===== config.mk =====
export PLATFORM = sky130hd
export DESIGN_NAME = urp_cmd
export DESIGN_NICKNAME = d
export VERILOG_FILES = /design/src/urp_pkg.sv /design/src/urp_cmd.sv /design/src/urp_crc16.sv /design/src/urp_tx.sv
export SDC_FILE = /design/constraint.sdc
export NUM_CORES = 1
export LEC_CHECK = 0
export BUFFER_PORTS_ARGS = -buffer_cell sky130_fd_sc_hd__buf_2
export CAP_MARGIN = 20
export CORE_MARGIN = 5
export CORE_UTILIZATION = 53
export DETAILED_ROUTE_END_ITERATION = 10
export PLACE_DENSITY = 0.8
export SYNTH_ARGS = -nofsm -noshare
export SYNTH_HDL_FRONTEND = slang
export SYNTH_SLANG_ARGS = --single-unit

===== constraint.sdc =====
create_clock -name ref_clk -period 1.9 [get_ports ref_clk]
set_input_delay 0.19 -clock ref_clk [delete_from_list [all_inputs] [get_ports ref_clk]]
set_output_delay 0.19 -clock ref_clk [all_outputs]
set_load 0.05 [all_outputs]

===== src/urp_pkg.sv =====
// Shared constants and types for the read-hide command handler.
// Behaviour
// - Accepted set command raises both hide flags.
// - Hide flags only conceal reads, nothing else.
// - Zero access password: set command fully ignored; code ignores it in secured only, inventory states still fall back.
// - Set success reply: zero bit, handle, CRC.
// - Set takes effect after reply fully sent.
// - Internal failure backscatters an error code instead.
// - Replies always use extended preamble, TRext one.
// - Set frame: opcode e001, handle, CRC-16.
// - Set outside secured: silent, mapped next state.
// - Secured, good handle, bad password: arbitrate.
// - Secured good handle and password: reply, stay.
// - Accepted clear command resets both hide flags.
// - Clear password is access password XOR RN16 twice.
// - Clear frame: opcode e002, password, handle, CRC.
// - Clear success reply: zero bit, handle, CRC.
// - Clear in open/secured: reply, arbitrate or ignore.
package urp_pkg;

  typedef enum logic [2:0] {
    G2_READY     = 3'b000,
    G2_ARBITRATE = 3'b001,
    G2_REPLY     = 3'b010,
    G2_ACK       = 3'b011,
    G2_OPEN      = 3'b100,
    G2_SECURED   = 3'b101,
    G2_KILLED    = 3'b110
  } urp_g2_state_t;

  typedef struct packed {
    logic bit_val;
    logic valid;
    logic fsync;
    logic fend;
  } urp_rx_t;

  typedef struct packed {
    urp_g2_state_t state;
    logic [15:0]   handle;
    logic [15:0]   rn16;
    logic [31:0]   access_pw;
    logic          pw_auth;
  } urp_ctx_t;

  typedef struct packed {
    logic bit_val;
    logic valid;
    logic trext;
    logic last;
  } urp_bs_t;

  localparam logic [15:0] OP_SET       = 16'he001;
  localparam logic [15:0] OP_CLR       = 16'he002;
  localparam logic [6:0]  LEN_SET      = 7'h30;
  localparam logic [6:0]  LEN_CLR      = 7'h50;
  localparam logic [6:0]  LEN_MAX      = 7'h7f;
  localparam logic [15:0] CRC_INIT     = 16'hffff;
  localparam logic [15:0] CRC_POLY     = 16'h1021;
  localparam logic [15:0] CRC_RESIDUE  = 16'h1d0f;
  localparam logic [7:0]  ERR_CODE_DEF = 8'h0f;
  localparam logic [5:0]  TX_OK_BITS   = 6'h11;
  localparam logic [5:0]  TX_ERR_BITS  = 6'h19;
  localparam logic [5:0]  TX_CRC_BITS  = 6'h10;
  localparam logic        FLAG_RST     = 1'b0;
  localparam int          CLK_HZ       = 20000000;
  localparam int          REPLY_MS     = 20;
  localparam int          REPLY_CYC    = REPLY_MS * (CLK_HZ / 1000);

endpackage


===== src/urp_cmd.sv =====
// Set and clear read-hide command interpreter of the tag.
`timescale 1ns/1ps
module urp_cmd #(
  parameter int REPLY_CYC = urp_pkg::REPLY_CYC
) (
  input  wire logic                  ref_clk,
  input  wire logic                  rst_n,
  input  urp_pkg::urp_rx_t           rx,
  input  urp_pkg::urp_ctx_t          ctx,
  input  wire logic                  cfg_load,
  input  wire logic                  cfg_epc_hide,
  input  wire logic                  cfg_ident_hide,
  input  wire logic                  nvm_done,
  input  wire logic                  nvm_err,
  input  wire logic                  bs_bit_en,
  output logic                       epc_hide_flag_q,
  output logic                       ident_hide_flag_q,
  output logic                       st_upd_q,
  output urp_pkg::urp_g2_state_t     st_next_q,
  output logic                       nvm_req_q,
  output logic                       nvm_val_q,
  output urp_pkg::urp_bs_t           bs_q,
  output logic                       busy_q
);
  typedef enum logic [1:0] {
    S_IDLE  = 2'b00,
    S_NVM   = 2'b01,
    S_REPLY = 2'b10
  } urp_fsm_t;

  urp_fsm_t    st_q;
  urp_fsm_t    st_d;
  logic [79:0] sh_q;
  logic [6:0]  len_q;
  logic        armed_q;
  logic        set_q;
  logic        ok_q;
  logic [18:0] tmo_q;
  logic [15:0] rx_crc;
  logic        tx_busy;
  logic        tx_done;

  // Bits only count after a frame-sync; anything else is line noise.
  wire rx_take = armed_q && rx.valid;
  wire frame   = armed_q && rx.fend && (st_q == S_IDLE);

  wire is_set  = (len_q == urp_pkg::LEN_SET) && (sh_q[47:32] == urp_pkg::OP_SET);
  wire is_clr  = (len_q == urp_pkg::LEN_CLR) && (sh_q[79:64] == urp_pkg::OP_CLR);
  wire crc_ok  = (rx_crc == urp_pkg::CRC_RESIDUE);
  wire hnd_ok  = (sh_q[31:16] == ctx.handle);
  // The cover code uses the RN16 that the last Req_RN handed out.
  wire clr_pw_ok = ((sh_q[63:32] ^ {ctx.rn16, ctx.rn16}) == ctx.access_pw);
  wire pw_zero   = (ctx.access_pw == 32'h0);
  wire in_access = (ctx.state == urp_pkg::G2_OPEN) || (ctx.state == urp_pkg::G2_SECURED);
  wire secured   = (ctx.state == urp_pkg::G2_SECURED);
  wire cmd_hit   = frame && crc_ok && (is_set || is_clr);
  wire tmo_hit   = (tmo_q == 19'(REPLY_CYC - 1));

  logic                   dec_exec;
  logic                   dec_upd;
  urp_pkg::urp_g2_state_t dec_next;

  always_comb begin
    dec_exec = 1'b0;
    dec_upd  = 1'b0;
    dec_next = ctx.state;
    if (cmd_hit) begin
      if ((is_set && !secured) || (is_clr && !in_access)) begin
        // Silent in every other state; only the inventory states fall back.
        dec_upd = (ctx.state == urp_pkg::G2_ARBITRATE) || (ctx.state == urp_pkg::G2_REPLY) ||
                  (ctx.state == urp_pkg::G2_ACK);
        dec_next = dec_upd ? urp_pkg::G2_ARBITRATE : ctx.state;
      end else if (is_set && pw_zero) begin
        dec_upd = 1'b0;
      end else if (!hnd_ok) begin
        dec_upd = 1'b0;
      end else if (is_set ? !ctx.pw_auth : !clr_pw_ok) begin
        dec_upd  = 1'b1;
        dec_next = urp_pkg::G2_ARBITRATE;
      end else begin
        dec_exec = 1'b1;
      end
    end
  end

  always_comb begin
    st_d = st_q;
    case (st_q)
      S_IDLE: begin
        if (dec_exec) begin
          st_d = S_NVM;
        end
      end
      S_NVM: begin
        if (nvm_done || nvm_err) begin
          st_d = S_REPLY;
        end else if (tmo_hit) begin
          // Past the reader's wait the reply is worthless; drop it silently.
          st_d = S_IDLE;
        end
      end
      S_REPLY: begin
        if (tx_done) begin
          st_d = S_IDLE;
        end
      end
      default: begin
        st_d = S_IDLE;
      end
    endcase
  end

  urp_crc16 u_rx_crc (
    .ref_clk (ref_clk),
    .rst_n   (rst_n),
    .clr     (rx.fsync),
    .en      (rx_take),
    .din     (rx.bit_val),
    .crc_q   (rx_crc)
  );

  urp_tx u_tx (
    .ref_clk  (ref_clk),
    .rst_n    (rst_n),
    .load     (st_q == S_NVM && (nvm_done || nvm_err)),
    .is_err   (nvm_err),
    .handle   (ctx.handle),
    .err_code (urp_pkg::ERR_CODE_DEF),
    .bit_en   (bs_bit_en),
    .bs_q     (bs_q),
    .busy_q   (tx_busy),
    .done_q   (tx_done)
  );

  always_ff @(posedge ref_clk) begin
    if (!rst_n) begin
      armed_q <= 1'b0;
      len_q   <= 7'h00;
      sh_q    <= 80'h0;
    end else if (rx.fsync) begin
      armed_q <= 1'b1;
      len_q   <= 7'h00;
    end else if (rx.fend) begin
      armed_q <= 1'b0;
    end else if (rx_take) begin
      sh_q  <= {sh_q[78:0], rx.bit_val};
      len_q <= (len_q == urp_pkg::LEN_MAX) ? len_q : len_q + 7'h01;
    end
  end

  always_ff @(posedge ref_clk) begin
    if (!rst_n) begin
      st_q      <= S_IDLE;
      set_q     <= 1'b0;
      ok_q      <= 1'b0;
      tmo_q     <= 19'h0;
      nvm_req_q <= 1'b0;
      nvm_val_q <= 1'b0;
      st_upd_q  <= 1'b0;
      st_next_q <= urp_pkg::G2_READY;
      busy_q    <= 1'b0;
    end else begin
      st_q      <= st_d;
      nvm_req_q <= dec_exec;
      st_upd_q  <= dec_upd;
      st_next_q <= dec_next;
      busy_q    <= (st_d != S_IDLE) || tx_busy;
      tmo_q     <= (st_q == S_NVM) ? tmo_q + 19'h1 : 19'h0;
      if (dec_exec) begin
        set_q     <= is_set;
        nvm_val_q <= is_set;
      end
      if (st_q == S_NVM && (nvm_done || nvm_err)) begin
        ok_q <= !nvm_err;
      end
    end
  end

  // Flags steer only the read path elsewhere; inventory keeps running.
  always_ff @(posedge ref_clk) begin
    if (!rst_n) begin
      epc_hide_flag_q   <= urp_pkg::FLAG_RST;
      ident_hide_flag_q <= urp_pkg::FLAG_RST;
    end else if (cfg_load) begin
      epc_hide_flag_q   <= cfg_epc_hide;
      ident_hide_flag_q <= cfg_ident_hide;
    end else if (tx_done && ok_q) begin
      // Committed only once the last reply bit is out, so the reply itself is never hidden.
      epc_hide_flag_q   <= set_q;
      ident_hide_flag_q <= set_q;
    end
  end
endmodule


===== src/urp_crc16.sv =====
// Bit-serial CRC-16 register with the Gen2 polynomial.
`timescale 1ns/1ps
module urp_crc16 (
  input  wire logic        ref_clk,
  input  wire logic        rst_n,
  input  wire logic        clr,
  input  wire logic        en,
  input  wire logic        din,
  output logic [15:0]      crc_q
);
  wire        fb    = din ^ crc_q[15];
  wire [15:0] crc_d = {crc_q[14:0], 1'b0} ^ (fb ? urp_pkg::CRC_POLY : 16'h0000);

  always_ff @(posedge ref_clk) begin
    if (!rst_n || clr) begin
      crc_q <= urp_pkg::CRC_INIT;
    end else if (en) begin
      crc_q <= crc_d;
    end
  end
endmodule


===== src/urp_tx.sv =====
// Reply serialiser: header, payload and inverted CRC-16, one bit per enable.
`timescale 1ns/1ps
module urp_tx (
  input  wire logic           ref_clk,
  input  wire logic           rst_n,
  input  wire logic           load,
  input  wire logic           is_err,
  input  wire logic [15:0]    handle,
  input  wire logic [7:0]     err_code,
  input  wire logic           bit_en,
  output urp_pkg::urp_bs_t    bs_q,
  output logic                busy_q,
  output logic                done_q
);
  logic [24:0] sh_q;
  logic [5:0]  left_q;
  logic        crc_ph_q;
  logic [15:0] crc;

  wire step      = bit_en && busy_q;
  wire data_step = step && !crc_ph_q;
  wire last_bit  = (left_q == 6'h01);
  wire [3:0] crc_idx = 4'(left_q - 6'h01);

  urp_crc16 u_crc (
    .ref_clk (ref_clk),
    .rst_n   (rst_n),
    .clr     (load),
    .en      (data_step),
    .din     (sh_q[24]),
    .crc_q   (crc)
  );

  always_ff @(posedge ref_clk) begin
    if (!rst_n) begin
      sh_q     <= 25'h0;
      left_q   <= 6'h00;
      crc_ph_q <= 1'b0;
      busy_q   <= 1'b0;
      done_q   <= 1'b0;
      bs_q     <= '0;
    end else begin
      done_q      <= 1'b0;
      bs_q.valid  <= 1'b0;
      bs_q.last   <= 1'b0;
      // The preamble marker must still stand while the last bit is out, so it drops one cycle later.
      bs_q.trext  <= bs_q.trext && !done_q;
      if (load) begin
        // Header bit is zero in both reply shapes.
        sh_q       <= is_err ? {1'b0, err_code, handle} : {1'b0, handle, 8'h00};
        left_q     <= is_err ? urp_pkg::TX_ERR_BITS : urp_pkg::TX_OK_BITS;
        crc_ph_q   <= 1'b0;
        busy_q     <= 1'b1;
        bs_q.trext <= 1'b1;
      end else if (step) begin
        bs_q.valid <= 1'b1;
        if (!crc_ph_q) begin
          bs_q.bit_val <= sh_q[24];
          sh_q         <= {sh_q[23:0], 1'b0};
          left_q       <= last_bit ? urp_pkg::TX_CRC_BITS : left_q - 6'h01;
          crc_ph_q     <= last_bit;
        end else begin
          // The CRC is sent inverted, as Gen2 replies require.
          bs_q.bit_val <= ~crc[crc_idx];
          left_q       <= left_q - 6'h01;
          if (last_bit) begin
            busy_q     <= 1'b0;
            done_q     <= 1'b1;
            bs_q.last  <= 1'b1;
          end
        end
      end
    end
  end
endmodule


==> results_dict.tcl <==
set metrics [dict create \
    fp.dieW_microns 137.5 \
    nNetsFinal 1204 \
    r2r-start "sh_q[50]$_SDFFE_PN0P_" \
    endpoint_kind "register" \
    synth_fp_nets 1095 \
    dp_hpwl_mm 14.75 \
    layout-drive-gt1-share_pct 19.17 \
    die_height_microns 137.5 \
    rsz0062_at_grt "true" \
    pin_count 93 \
    cts_root_buffer "clkbuf_16" \
    vdd_drop_max_mv 0.6796 \
    num_rows 46 \
    finalHoldViolCount 0 \
    yosysUniqueCellTypes 66 \
    skew_ps 9.279 \
    final_util_pct 64.19 \
    placed_cell_area_sq_mm 0.009539 \
    min_period_ps 1947 \
    ys_ff_latch 188 \
    vias_per_cell 5.641 \
    synth-edff-count 0 \
    hold-path-cell-count 3 \
    yosysWarnings 0 \
    antenna_found_initial 0 \
    syn_area_sq_mm 0.008615 \
    synth_cells 1010 \
    grt_pass1_wl_mm 34.32 \
    finalCritPeriodShare_pct 102.5 \
    cts_buffer_depth 2 \
    firstDrtPassIters 6 \
    tightest_slew_ps 1037 \
    synth.avg_cell_area_sq_um 8.529 \
    final_common_cell "nand2_1" \
    htreeDepth 4 \
    crit_arrival_ps 2230 \
    first_global_vias 7156 \
    layout_common_cells "nand2_1, dfxtp_1, a21oi_1" \
    worst_hold_slack_ps 26.22 \
    core_area_sq_mm 0.01594 \
    cts_hold_buf 0 \
    r2r-end "set_q$_SDFFE_PN0P_" \
    drv_cap 0 \
    synth_async_sr_flop_share_pct 0 \
    gp_congestion 0.8534 \
    cts_sinks 188 \
    path_class "register to register" \
    finalWorstSetupSlack_ps -46.90 \
    critPathLaunch "sh_q[50]$_SDFFE_PN0P_" \
    p_leak_nw 4.166 \
    min_path_type "input port to register" \
    r2r_slack_ps -50 \
    cp_max_fo 5 \
    worst_ep_required_time_ps 2180 \
    slew_headroom_pct 30.61 \
    path_clk_slew_ps 70 \
    finalSetupViolations 2 \
    track_usage_pct 22.68 \
    status "finished with violations" \
    start_util_pct 54.03 \
    numCtsBuffers 17 \
    clk_latency_ps 430 \
    fin_area_sq_mm 0.01023 \
    wl_per_cell_microns 16.06 \
    diodes 0 \
    tritoncts "built" \
    vias 7604 \
    hold_start "rx[3]" \
    grt_max_degree 81 \
    dieArea_sq_mm 0.01890 \
    synthToLayoutAreaGrowth_pct 18.79 \
    wl_mm 21.65 \
    drc 0 \
    seq_area_frac_synth_pct 43.69 \
    route.antenna.remaining_nets 0 \
    fmax_ghz 0.5136 \
    overflow 0 \
    power_density_mw_per_mm2 804.8 \
    drt_iter0_drc 654 \
    portBuffers 92 \
    slew_violations 0 \
    violations "setup timing" \
    worst_r2r_path_depth 6 \
    min_to "sh_q[0]$_SDFFE_PN0P_" \
    synth-main-ff-cell "dfxtp_1" \
    power_mw 8.236 \
    crit_path_start_kind "register" \
]
## sequential cells by signal (all words and copies together) (netlist names), 2 cells and up
register and flops:
u_tx.u_crc.crc_q 16, tmo_q 19, st_q 2, sh_q 80
u_tx.bs_q 4, u_tx.sh_q 25, u_rx_crc.crc_q 16, u_tx.left_q 6
len_q 7, st_next_q 3
## worst max-delay path, cell delays in order (launching register included)
cell and delay [ps]:
dfxtp_1 330, xnor3_1 420, nand4_1 120, nor4_2 400, nand4_4 190, o31ai_2 270
a21oi_1 80
## cells by family after synthesis
| logic type | synth area share, % |
|---|---|
| AOI/OAI and AO/OA | 13.94 |
| DFF | 43.69 |
| muxes | 1.423 |
| and+or+nand+nor | 24.88 |
| xor gates and xnor gates | 12.20 |
| adders and majority gates | 0.7262 |
| buffers and inverters | 3.137 |
## through the flow
step	setup WS [ps]	instances	TNS (ps)
after floorplan	36.50	1010	0
after CTS	-30.19	1347	-59.88
after global routing	-144.8	1348	-1490
final	-46.90	1348	-65.42
after global placement	-53.17	1315	-65.73
after detailed placement	-67.75	1315	-124.9
## cell usage after synthesis, types with 2 or more instances
| master | n | area (sq um) |
|---|---|---|
| nor2b_1 | 2 | 12.51 |
| or4_1 | 2 | 15.01 |
| o211ai_1 | 6 | 45.04 |
| nand4b_1 | 2 | 17.52 |
| nor3_1 | 10 | 50.05 |
| inv_1 | 8 | 30.03 |
| or3_1 | 9 | 56.30 |
| mux4_2 | 5 | 112.6 |
| o21ai_0 | 33 | 165.2 |
| a31oi_1 | 6 | 37.54 |
| nand4_2 | 2 | 25.02 |
| a21o_1 | 4 | 30.03 |
| nand2b_1 | 2 | 12.51 |
| a311oi_1 | 4 | 35.03 |
| a21oi_1 | 119 | 595.6 |
| o31ai_1 | 4 | 30.03 |
| buf_2 | 9 | 45.04 |
| buf_6 | 2 | 22.52 |
| nor4b_2 | 2 | 30.03 |
| o21ai_1 | 9 | 45.04 |
| nand4_1 | 23 | 143.9 |
| a22oi_1 | 8 | 60.06 |
| buf_4 | 2 | 15.01 |
| clkbuf_1 | 41 | 153.9 |
| nor4bb_1 | 3 | 30.03 |
| nand3_1 | 40 | 200.2 |
| and3_1 | 10 | 62.56 |
| xor2_1 | 36 | 315.3 |
| nand2_1 | 269 | 1010 |
| nor4_2 | 2 | 25.02 |
| xnor2_1 | 12 | 105.1 |
| nor3b_1 | 2 | 15.01 |
| dfxtp_1 | 188 | 3764 |
| xnor3_1 | 28 | 630.6 |
| nor2_1 | 60 | 225.2 |
| ha_1 | 5 | 62.56 |
| nor4_1 | 12 | 75.07 |
## layer usage
layer  global-route usage [%]  vias up  part of all wire (%)
li1                         -     3708                     -
met1                    29.42     3621                    44
met2                    37.31      221                    49
met3                    4.492       54                   5.1
met4                    8.814        0                   2.2
met5                        0        -                     0
## worst max path at each step
stage                           endpoint  slack, ps  cells past startpoint
6_report              set_q$_SDFFE_PN0P_        -50                      6
5_1_grt               set_q$_SDFFE_PN0P_       -140                      8
4_1_cts               set_q$_SDFFE_PN0P_        -30                      8
3_5_place_dp           busy_q$_SDFF_PN0_        -70                      9
3_3_place_gp           busy_q$_SDFF_PN0_        -50                      9
2_1_floorplan  u_tx.bs_q[3]$_SDFFE_PN0P_         40                      8
## repair_timing
action	in CTS	in global routing
buffers inserted	0	1
gates resized for setup	4	14
gates cloned	0	0
endpoints found under the hold margin	0	0
pin swaps	0	6
endpoints found under the setup margin	4	27
## where the power goes
part	switching, mW	internal, mW
Clock	1.66	2.12
Combinational	0.289	0.202
Sequential	0.0102	3.95
## cell type report
cell class	count	area, sq um
clock buffers	17	425.4
clock inverters	15	200.2
fillers	1336	5709
inverters	9	36.28
multi-input cells	759	4656
flip-flops and latches	188	3770
well taps	216	270.3
repair buffers	144	875.8
Note: power is estimated with default switching activity, not from simulation.
